File: config.mk
export PLATFORM = sky130hd
export DESIGN_NAME = interrupt_entry_exit_control
export DESIGN_NICKNAME = d
export VERILOG_FILES = /design/src/hw/interrupt_entry_exit_control.v
export VERILOG_INCLUDE_DIRS = /design/src /design/src/hw
export SDC_FILE = /design/constraint.sdc
export NUM_CORES = 1
export LEC_CHECK = 0
export BUFFER_PORTS_ARGS = -buffer_cell sky130_fd_sc_hd__clkbuf_2
export CAP_MARGIN = 10
export CORE_MARGIN = 4
export CORE_UTILIZATION = 50
export DETAILED_ROUTE_END_ITERATION = 10
export PLACE_DENSITY = 0.74
export SLEW_MARGIN = 5
export SYNTH_ARGS = -nofsm -noshare
export SYNTH_HDL_FRONTEND = slang
export SYNTH_SLANG_ARGS = --single-unit
File: constraint.sdc
create_clock -name MCLK_IN -period 7.2 [get_ports MCLK_IN]
set_input_delay 1.44 -clock MCLK_IN [delete_from_list [all_inputs] [get_ports MCLK_IN]]
set_output_delay 1.44 -clock MCLK_IN [all_outputs]
set_load 0.01 [all_outputs]
File: src/hw/intr_entry_exit_defs.vh
`ifndef INTR_ENTRY_EXIT_DEFS_VH
`define INTR_ENTRY_EXIT_DEFS_VH

// APB register byte offsets
`define REG_CMD 12'h000
`define REG_OPER 12'h004
`define REG_CTRL 12'h008
`define REG_STATUS 12'h00c
`define REG_SAVE 12'h010
`define REG_PC 12'h014
`define REG_ACTIVE 12'h018
`define REG_INDEX 12'h01c

// Command codes written to REG_CMD bits 3:0
`define OP_SAVE_LONG 4'h1
`define OP_SAVE_EXT 4'h2
`define OP_RESET_BRANCH 4'h3
`define OP_STORE_HOLD 4'h4
`define OP_HOLD 4'h5
`define OP_RELEASE 4'h6
`define OP_NEXT 4'h7

// Field positions of the command word
`define CMD_OP_HI 3
`define CMD_OP_LO 0
`define CMD_IND_BIT 4
`define CMD_EXT_BIT 5
`define CMD_IDX_BIT 6
`define CMD_XSEL_HI 9
`define CMD_XSEL_LO 8

// Field positions of the control register
`define CTRL_AEM_BIT 0
`define CTRL_USER_BIT 1
`define CTRL_CC_HI 5
`define CTRL_CC_LO 2

// Save word layout
`define CM_USER_BIT 20
`define CM_CC_HI 19
`define CM_CC_LO 16
`define CM_RA_HI 15
`define AE_CC_HI 23
`define AE_CC_LO 20
`define AE_RA_HI 19

// Status bits
`define ST_HOLD 0
`define ST_BLOCK 1
`define ST_ERR 2
`define ST_USER 3

// Executive traps affected by the hold
`define TRAP_HELD_MASK 8'he0

// Encoded index select
`define XSEL_I 2'h1
`define XSEL_J 2'h2
`define XSEL_K 2'h3

`endif

File: src/hw/interrupt_entry_exit_control.v
`timescale 1ns/1ps
`default_nettype none
`include "intr_entry_exit_defs.vh"

module interrupt_entry_exit_control #(
  parameter LEVELS = 24
) (
  input wire MCLK_IN,
  input wire RST_IN,
  input wire PSEL_IN,
  input wire PENABLE_IN,
  input wire PWRITE_IN,
  input wire [11:0] PADDR_IN,
  input wire [31:0] PWDATA_IN,
  output reg [31:0] PRDATA_OUT,
  output wire PREADY_OUT,
  output wire PSLVERR_OUT,
  input wire [LEVELS-1:0] LEVEL_ENABLE_IN,
  input wire [LEVELS-1:0] LEVEL_ACTIVATE_IN,
  input wire [7:0] TRAP_TRIGGER_IN,
  output wire [LEVELS-1:0] LEVEL_ACTIVE_OUT,
  output wire [7:0] TRAP_ACTIVE_OUT,
  output wire EXT_BLOCK_OUT,
  output wire HOLD_OUT,
  output wire USER_MODE_OUT,
  output wire [3:0] CC_OUT
);

  reg [23:0] oper_ff;
  reg [23:0] index_i_ff;
  reg [23:0] index_j_ff;
  reg [23:0] index_k_ff;
  reg aem_ff;
  reg user_ff;
  reg [3:0] cc_ff;
  reg hold_ff;
  reg block_ff;
  reg rel_pend_ff;
  reg err_ff;
  reg [23:0] save_ff;
  reg [23:0] pc_ff;
  reg [LEVELS-1:0] active_ff;
  reg [7:0] trap_pend_ff;
  reg [7:0] trap_act_ff;
  reg [31:0] rd_mux;

  reg nxt_aem, nxt_user, nxt_hold, nxt_block, nxt_rel_pend, nxt_err;
  reg [3:0] nxt_cc;
  reg [23:0] nxt_save, nxt_pc;
  reg [LEVELS-1:0] clr_level;
  reg [7:0] clr_trap;
  reg [23:0] ea;
  reg [23:0] xval;
  reg any_other;
  integer k;

  wire wr_en = PSEL_IN & PENABLE_IN & PWRITE_IN;
  wire cmd_wr = wr_en & (PADDR_IN == `REG_CMD);
  wire [3:0] op = PWDATA_IN[`CMD_OP_HI:`CMD_OP_LO];
  wire ind = PWDATA_IN[`CMD_IND_BIT];
  wire ext = PWDATA_IN[`CMD_EXT_BIT];
  wire idx = PWDATA_IN[`CMD_IDX_BIT];
  wire [1:0] xsel = PWDATA_IN[`CMD_XSEL_HI:`CMD_XSEL_LO];
  wire [LEVELS-1:0] act_en = active_ff & LEVEL_ENABLE_IN;
  wire [7:0] trap_unheld = trap_act_ff & ~`TRAP_HELD_MASK;

  // Single-cycle slave; an address above REG_INDEX is flagged
  assign PREADY_OUT = 1'b1;
  assign PSLVERR_OUT = PSEL_IN & PENABLE_IN & (PADDR_IN > `REG_INDEX);

  assign LEVEL_ACTIVE_OUT = active_ff;
  assign TRAP_ACTIVE_OUT = trap_act_ff;
  assign EXT_BLOCK_OUT = hold_ff | block_ff | rel_pend_ff;
  assign HOLD_OUT = hold_ff;
  assign USER_MODE_OUT = user_ff;
  assign CC_OUT = cc_ff;

  always @* begin
    nxt_aem = aem_ff;
    nxt_user = user_ff;
    nxt_cc = cc_ff;
    nxt_hold = hold_ff;
    nxt_block = block_ff;
    nxt_rel_pend = 1'b0;
    nxt_err = err_ff;
    nxt_save = save_ff;
    nxt_pc = pc_ff;
    clr_level = {LEVELS{1'b0}};
    clr_trap = 8'h00;
    xval = 24'h000000;
    any_other = 1'b0;
    k = 0;
    ea = (idx & ind) ? (oper_ff + index_k_ff) : oper_ff;
    if (!aem_ff) begin
      ea = {8'h00, ea[`CM_RA_HI:0]};
    end
    if (wr_en && PADDR_IN == `REG_CTRL) begin
      nxt_aem = PWDATA_IN[`CTRL_AEM_BIT];
      nxt_user = PWDATA_IN[`CTRL_USER_BIT];
      nxt_cc = PWDATA_IN[`CTRL_CC_HI:`CTRL_CC_LO];
    end
    if (cmd_wr) begin
      nxt_err = 1'b0;
      nxt_block = 1'b1;
      case (op)
        `OP_SAVE_LONG: begin
          if (!aem_ff) begin
            nxt_save = {3'h0, user_ff, cc_ff, pc_ff[`CM_RA_HI:0]};
          end else begin
            nxt_save = {4'h0, pc_ff[`AE_RA_HI:0]};
          end
          nxt_pc = ea + 24'h000001;
        end
        `OP_SAVE_EXT: begin
          if (!ext) begin
            nxt_err = 1'b1;
            nxt_block = block_ff;
          end else begin
            if (aem_ff) begin
              nxt_save = {cc_ff, pc_ff[`AE_RA_HI:0]};
            end else begin
              nxt_save = {3'h0, user_ff, cc_ff, pc_ff[`CM_RA_HI:0]};
            end
            nxt_pc = ea + 24'h000001;
          end
        end
        `OP_RESET_BRANCH: begin
          for (k = LEVELS - 1; k >= 0; k = k - 1) begin
            if (act_en[k]) begin
              clr_level = {LEVELS{1'b0}};
              clr_level[k] = 1'b1;
            end
          end
          if (hold_ff) begin
            clr_level = {LEVELS{1'b0}};
          end
          for (k = 7; k >= 0; k = k - 1) begin
            if (trap_unheld[k]) begin
              clr_trap = 8'h00;
              clr_trap[k] = 1'b1;
            end
          end
          any_other = |(act_en & ~clr_level);
          if (!ind) begin
            nxt_pc = ea;
          end else if (!aem_ff) begin
            nxt_cc = oper_ff[`CM_CC_HI:`CM_CC_LO];
            nxt_pc = {8'h00, oper_ff[`CM_RA_HI:0]};
            if (!user_ff) begin
              nxt_user = oper_ff[`CM_USER_BIT];
            end
          end else begin
            nxt_cc = oper_ff[`AE_CC_HI:`AE_CC_LO];
            nxt_pc = {4'h0, oper_ff[`AE_RA_HI:0]};
            if (!any_other) begin
              nxt_user = 1'b0;
            end
          end
        end
        `OP_STORE_HOLD: begin
          case (xsel)
            `XSEL_I: begin
              xval = index_i_ff;
            end
            `XSEL_J: begin
              xval = index_j_ff;
            end
            `XSEL_K: begin
              xval = index_k_ff;
            end
            default: begin
              // A refused store leaves the save word and the block alone
              nxt_err = 1'b1;
              nxt_block = block_ff;
              xval = save_ff;
            end
          endcase
          nxt_save = xval;
        end
        `OP_HOLD: begin
          if (user_ff) begin
            // Refused in user mode: no hold and no block
            nxt_err = 1'b1;
            nxt_block = block_ff;
          end else begin
            nxt_hold = 1'b1;
          end
        end
        `OP_RELEASE: begin
          if (user_ff) begin
            nxt_err = 1'b1;
            nxt_block = block_ff;
          end else begin
            nxt_hold = 1'b0;
            nxt_rel_pend = hold_ff;
          end
        end
        `OP_NEXT: begin
          nxt_block = 1'b0;
        end
        default: begin
          nxt_err = 1'b1;
          nxt_block = block_ff;
        end
      endcase
    end
  end

  always @(posedge MCLK_IN or posedge RST_IN) begin
    if (RST_IN) begin
      oper_ff <= 24'h000000;
      index_i_ff <= 24'h000000;
      index_j_ff <= 24'h000000;
      index_k_ff <= 24'h000000;
      aem_ff <= 1'b0;
      user_ff <= 1'b0;
      cc_ff <= 4'h0;
      hold_ff <= 1'b0;
      block_ff <= 1'b0;
      rel_pend_ff <= 1'b0;
      err_ff <= 1'b0;
      save_ff <= 24'h000000;
      pc_ff <= 24'h000000;
      active_ff <= {LEVELS{1'b0}};
      trap_pend_ff <= 8'h00;
      trap_act_ff <= 8'h00;
    end else begin
      aem_ff <= nxt_aem;
      user_ff <= nxt_user;
      cc_ff <= nxt_cc;
      hold_ff <= nxt_hold;
      block_ff <= nxt_block;
      rel_pend_ff <= nxt_rel_pend;
      err_ff <= nxt_err;
      save_ff <= nxt_save;
      pc_ff <= nxt_pc;
      if (wr_en && PADDR_IN == `REG_OPER) begin
        oper_ff <= PWDATA_IN[23:0];
      end
      if (wr_en && PADDR_IN == `REG_INDEX) begin
        case (PWDATA_IN[25:24])
          `XSEL_I: index_i_ff <= PWDATA_IN[23:0];
          `XSEL_J: index_j_ff <= PWDATA_IN[23:0];
          `XSEL_K: index_k_ff <= PWDATA_IN[23:0];
          default: index_k_ff <= index_k_ff;
        endcase
      end
      // New activations win over a same-cycle reset
      active_ff <= (active_ff & ~clr_level) |
                   (LEVEL_ACTIVATE_IN & ~{LEVELS{EXT_BLOCK_OUT}});
      // held traps wait, then lowest first
      if (hold_ff) begin
        trap_pend_ff <= trap_pend_ff | (TRAP_TRIGGER_IN & `TRAP_HELD_MASK);
        trap_act_ff <= (trap_act_ff & ~clr_trap) | (TRAP_TRIGGER_IN & ~`TRAP_HELD_MASK);
      end else if (|trap_pend_ff) begin
        // Clearing the lowest set bit hands over one trap per cycle, level 5 first
        trap_pend_ff <= trap_pend_ff & (trap_pend_ff - 8'h01);
        trap_act_ff <= (trap_act_ff & ~clr_trap) | TRAP_TRIGGER_IN |
                       (trap_pend_ff & ~(trap_pend_ff - 8'h01));
      end else begin
        trap_act_ff <= (trap_act_ff & ~clr_trap) | TRAP_TRIGGER_IN;
      end
    end
  end

  always @* begin
    rd_mux = 32'h00000000;
    case (PADDR_IN)
      `REG_OPER: rd_mux = {8'h00, oper_ff};
      `REG_CTRL: rd_mux = {26'h0, cc_ff, user_ff, aem_ff};
      `REG_STATUS: rd_mux = {28'h0, user_ff, err_ff, block_ff, hold_ff};
      `REG_SAVE: rd_mux = {8'h00, save_ff};
      `REG_PC: rd_mux = {8'h00, pc_ff};
      `REG_ACTIVE: rd_mux = {{(32 - LEVELS){1'b0}}, active_ff};
      default: rd_mux = 32'h00000000;
    endcase
  end

  // Read data is captured in the setup phase, so the access phase sees a flop
  // and zero wait states are kept; a level activating meanwhile shows next read
  always @(posedge MCLK_IN or posedge RST_IN) begin
    if (RST_IN) begin
      PRDATA_OUT <= 32'h00000000;
    end else if (PSEL_IN && !PENABLE_IN) begin
      PRDATA_OUT <= rd_mux;
    end
  end

endmodule
`default_nettype wire

### Word level (Yosys, flattened, before mapping)

Index checks and enable logic that the tools add are counted.

| storage, ports and cells | value |
|---|---|
| bits in registers | 226 |
| bits of input ports | 105 |
| output and inout bits | 73 |
| word-level logic and storage cells | 172 |

| operators by class | value |
|---|---|
| add/subtract/negate cells | 3 |
| magnitude comparators | 1 |
| eq/ne operators | 26 |
| multiplexer cells | 77 |
| bitwise logic cells | 24 |
| reductions and logical operators | 24 |

Operator list:

| kind | count |
|---|---|
| 24-bit two-way mux | 35 |
| 24-bit case mux with 3 select lines | 3 |
| 24-bit case mux with 6 select lines | 1 |
| 24-bit bitwise AND | 4 |
| 8-bit two-way mux | 10 |
| 24-bit NOT | 3 |
| 12-bit by 5-bit equality test with 1-bit output, second input constant | 4 |
| 24-bit by 1-bit adder with 24-bit output, second input constant | 1 |
| 24-bit adder | 1 |
| 8-bit bitwise AND | 3 |
| 12-bit by 4-bit equality test with 1-bit output, second input constant | 2 |
| 24-bit bitwise OR | 1 |
| 8-bit bitwise OR | 3 |
| 24-bit OR reduction | 1 |
| 21-bit two-way mux | 1 |
| 20-bit two-way mux | 1 |
| 4-bit two-way mux | 5 |
| 1-bit two-way mux | 17 |
| 4-bit by 3-bit equality test with 1-bit output, second input constant | 4 |
| 8-bit NOT | 2 |
| 12-bit by 3-bit equality test with 1-bit output, second input constant | 1 |
| 12-bit by 5-bit greater-than comparator with 1-bit output, second input constant | 1 |
| 12-bit logical NOT | 1 |
| 2-bit inequality test, second input constant | 5 |
| other kinds (25) | 45 |

### Longest topological paths before layout

| depth | value |
|---|---|
| depth in word-level cells | 36 |
| mapped depth | 13 |
| gate-level depth less buffers | 12 |

### Worst setup path after synthesis

No wires, ideal clock.

| timing | value |
|---|---|
| kind | input-to-reg |
| start point | in PWDATA_IN[4] |
| end point | reg pc_ff[23] |
| setup time | 0.131 ns |
| arrival | 4.012 ns |
| data required time | 7.069 ns |
| setup slack | 3.057 ns |
| cell stages on the path | 11 |
| buffers on the path | 1 |
| cell sequence | buf_2 nand3b_1 nor3_1 nor3_1 or3_4 nand3b_4 or4b_4 a211o_4 nor4_4 a311oi_1 or3_1 |

| on the way | value |
|---|---|
| longest elaborated chain between the ends | 6 |
| elaborated cells between the ends (all ways) | 7 |
| classes of those cells | add/sub (1); mux (5); bitwise (1) |

Ends and longest elaborated chain:

| item | line | source |
|---|---|---|
| start, declared | interrupt_entry_exit_control.v:14 | `input wire [31:0] PWDATA_IN,` |
| 1-bit bitwise AND | interrupt_entry_exit_control.v:93 | `ea = (idx & ind) ? (oper_ff + index_k_ff) : oper_ff;` |
| 24-bit two-way mux | interrupt_entry_exit_control.v:93 |  |
| 24-bit two-way mux | interrupt_entry_exit_control.v:94 | `if (!aem_ff) begin` |
| 24-bit by 1-bit adder with 24-bit output | interrupt_entry_exit_control.v:112, interrupt_entry_exit_control.v:124 |  |
| 24-bit two-way mux | interrupt_entry_exit_control.v:115 | `if (!ext) begin` |
| 24-bit case mux with 3 select lines * | interrupt_entry_exit_control.v:105 | `case (op)` |
| end signal, assigned | interrupt_entry_exit_control.v:236 | `pc_ff <= nxt_pc;` |
| end, declared | interrupt_entry_exit_control.v:41 | `reg [23:0] pc_ff;` |

Mark *: on every way between the ends. The rest lies on a longest branch, timed or not. The select of a mux whose other input is x is not followed.
A chain may end at the register's enable or synchronous reset.

### Worst setup path in the final report

Same ends and word-level chain as after synthesis.

==> metrics.cfg <==
[cts]
cts.sinks=217
cts.root.buffer_cell=clkbuf_16
clockBufferDepth=3
cts_tree=yes
postCtsSetupBuffers=0
cts_made_buffers=25
cts-resized-gates=0
htree_levels=1
cts_hold_buffers=0
clk_latency_ns=0.54
clk_pin_slew_ns=0.06

[die]
rows=58
die_h_um=167.8
die_area_mm2=0.02815
start_util=0.5068
io_pins=178
die_w_um=167.8
coreArea_mm2=0.02518

[synth]
async_reset_ff_frac=1.000
synth_top_area_share=0.4255
synthCells=1357
synth.yosys.warnings=0
yosysTopAreaCell=dfrtp_1
synth_area_mm2=0.01276
synthFlopType=dfrtp_1
syn_avg_cell_area_um2=9.405
synth_seq_area_share=0.4255
ys_seq_elements=217
synth.distinct_cells=79
synth_area_leaders=dfrtp_1 (43%), mux2_2 (8.3%), nand2_1 (5.7%), mux2i_1 (5.2%), o21ai_0 (4.5%)
synth_edf_count=0

[critical_path]
r2r-end=pc_ff[23]
worstPathMaxFanout=25
startpoint=PWDATA_IN[4]
slowest_delay_ns=0.84
required_ns=7.62
r2r_cells=12
cp-endpoint=pc_ff[23]
cp-start-kind=input pin
endpoint_kind=register
arrival_ns=5.35
cp_slowest_cell=and2_1
path_class=in2reg
rrSetupSlack_ns=2.79
path_cells=clkbuf_2, and2_1, o2111a_1, nor3_1, or3_4, nand3b_4, or4b_4, a211o_4, nor4_4, a311oi_1, or3_1
r2r_start=oper_ff[0]

[layout]
final_util=0.5809
seqCellArea_mm2=0.005430
final_common_cell=dfrtp_1
num-fill-cells=2250
diodes=0
multi_input_area_mm2=0.006970
fin_nets=1618
final_cell_mix=dfrtp_1 (217), nand2_1 (195), clkbuf_2 (162), o21ai_0 (114), mux2_2 (94)
drive_gt1_frac=0.2236
area_growth_pct=14.63

[global_route]
antenna_found_initial=0
grt-ovfl-total=0
grt_max_degree=169
grt_pass1_vias=10901
grt_pass1_wl_mm=59.89
track_usage=0.2598

[sta]
worstMarginPinSlew_ns=1.043
final.setup.tns_ns=0
period_minus_slack_ns=4.925
slew_violations=0
rsz0062_at_grt=no
holdWs_ns=0.4724
max-slew-margin-rel=0.3045
final-setup-viol-count=0
finClkSkew_ns=0.03193
hold_violations=0
fmax_mhz=203.0
fin_crit_sh=0.6841

[routing]
ant_nets=0
drc=0
dr_total_vias=11255
wl_mm=37.33
via_per_inst=6.140
wl_per_cell_um=20.37
drt_first_pass_iters=6
drt_iter0_drc=1206

[place]
hpwl_mm=27.32
io_buffers=162
place.gp.congestion=0.8847

[power_and_ir_drop]
pwr_density_cell_mw_per_mm2=176.1
vdd_drop_max_mv=0.2058
p_leak_nw=6.859

[min_path]
hold_path_depth=1
hold_path.class=reg2reg
holdCritStartpoint=TRAP_ACTIVE_OUT[6]

[flow_run]
drv_cap=0

[outcome]
status=completed

==> layout make-up <==
| type | instances | share of cell area |
|---|---|---|
| multi-input cells | 1050 | 0.4765 |
| flip-flops and latches | 217 | 0.3712 |
| repair buffers | 182 | 0.06740 |
| clock buffers | 35 | 0.04875 |
| well taps | 330 | 0.02822 |
| clock inverters | 7 | 0.004619 |
| inverters | 12 | 0.003336 |
==> stage by stage <==
step                cell area, µm²  std cells  setup slack [ns]  power, mW
floorplan                    12790       1364             2.934      1.320
global placement             13830       1790             1.822      1.377
detailed placement           13830       1790             1.786      1.379
CTS                          14610       1832             2.346      2.598
global route                 14630       1833             2.096      2.661
finish                       14630       1833             2.275      2.576
==> report_power, final <==
part	internal [mW]	leakage, nW	switching [mW]
combinational	0.0411	3.49	0.0962
sequential	1.22	2.98	0.000793
clock	0.721	0.388	0.497
total	1.98	6.86	0.594
==> cells in the mapped netlist (12+ instances only) <==
master	number
nand3_1	41
and3_1	14
a21o_1	13
nor2_1	74
o21ai_0	114
a211oi_1	31
clkbuf_1	65
nand2_1	195
ha_1	24
mux2i_1	66
a21oi_1	82
a22oi_1	25
nor3_1	29
dfrtp_1	217
mux2_2	94
and2_1	17
inv_1	12
xor2_1	12
a22o_1	23
o21ai_1	15
==> flip-flops by register name (all words and copies together) (netlist names) <==
| signal | flops |
|---|---|
| HOLD_OUT | 1 |
| aem_ff | 1 |
| index_j_ff | 24 |
| block_ff | 1 |
| save_ff | 24 |
| index_i_ff | 24 |
| USER_MODE_OUT | 1 |
| oper_ff | 24 |
| TRAP_ACTIVE_OUT | 8 |
| rel_pend_ff | 1 |
| index_k_ff | 24 |
| err_ff | 1 |
| PRDATA_OUT | 24 |
| pc_ff | 24 |
| CC_OUT | 4 |
| trap_pend_ff | 7 |
| LEVEL_ACTIVE_OUT | 24 |
==> kinds of logic after synthesis <==
group           after synthesis  share of synthesized area
compound gates              385                     0.1971
xor+xnor                     22                    0.01510
fa+ha+maj                    31                    0.02980
buf+inv                      97                    0.03157
flops                       217                     0.4255
mux                         160                     0.1347
other cells                   2                  0.0005885
simple gates                443                     0.1657
==> worst max-delay path: cells and delay by family <==
family	cells	cell delay, ns
and+or+nand+nor	7	2.72
AOI/OAI and AO/OA	3	0.82
buffers and inverters	1	0.35
==> worst min-delay path by stage <==
stage / to
after floorplan: pc_ff[20]
after global placement: TRAP_ACTIVE_OUT[5]
after detailed placement: TRAP_ACTIVE_OUT[6]
after CTS: save_ff[12]
after global routing: TRAP_ACTIVE_OUT[6]
final: TRAP_ACTIVE_OUT[6]
==> metal layers <==
layer	vias up	share of wire	wire, µm	GRT usage
met5	-	0	0	0
met4	0	0.026	964	0.06951
met3	59	0.075	2804	0.04226
met2	461	0.46	17070	0.4165
met1	5494	0.44	16500	0.3688
li1	5241	-	-	-
Power figures use the tool's default switching activity.
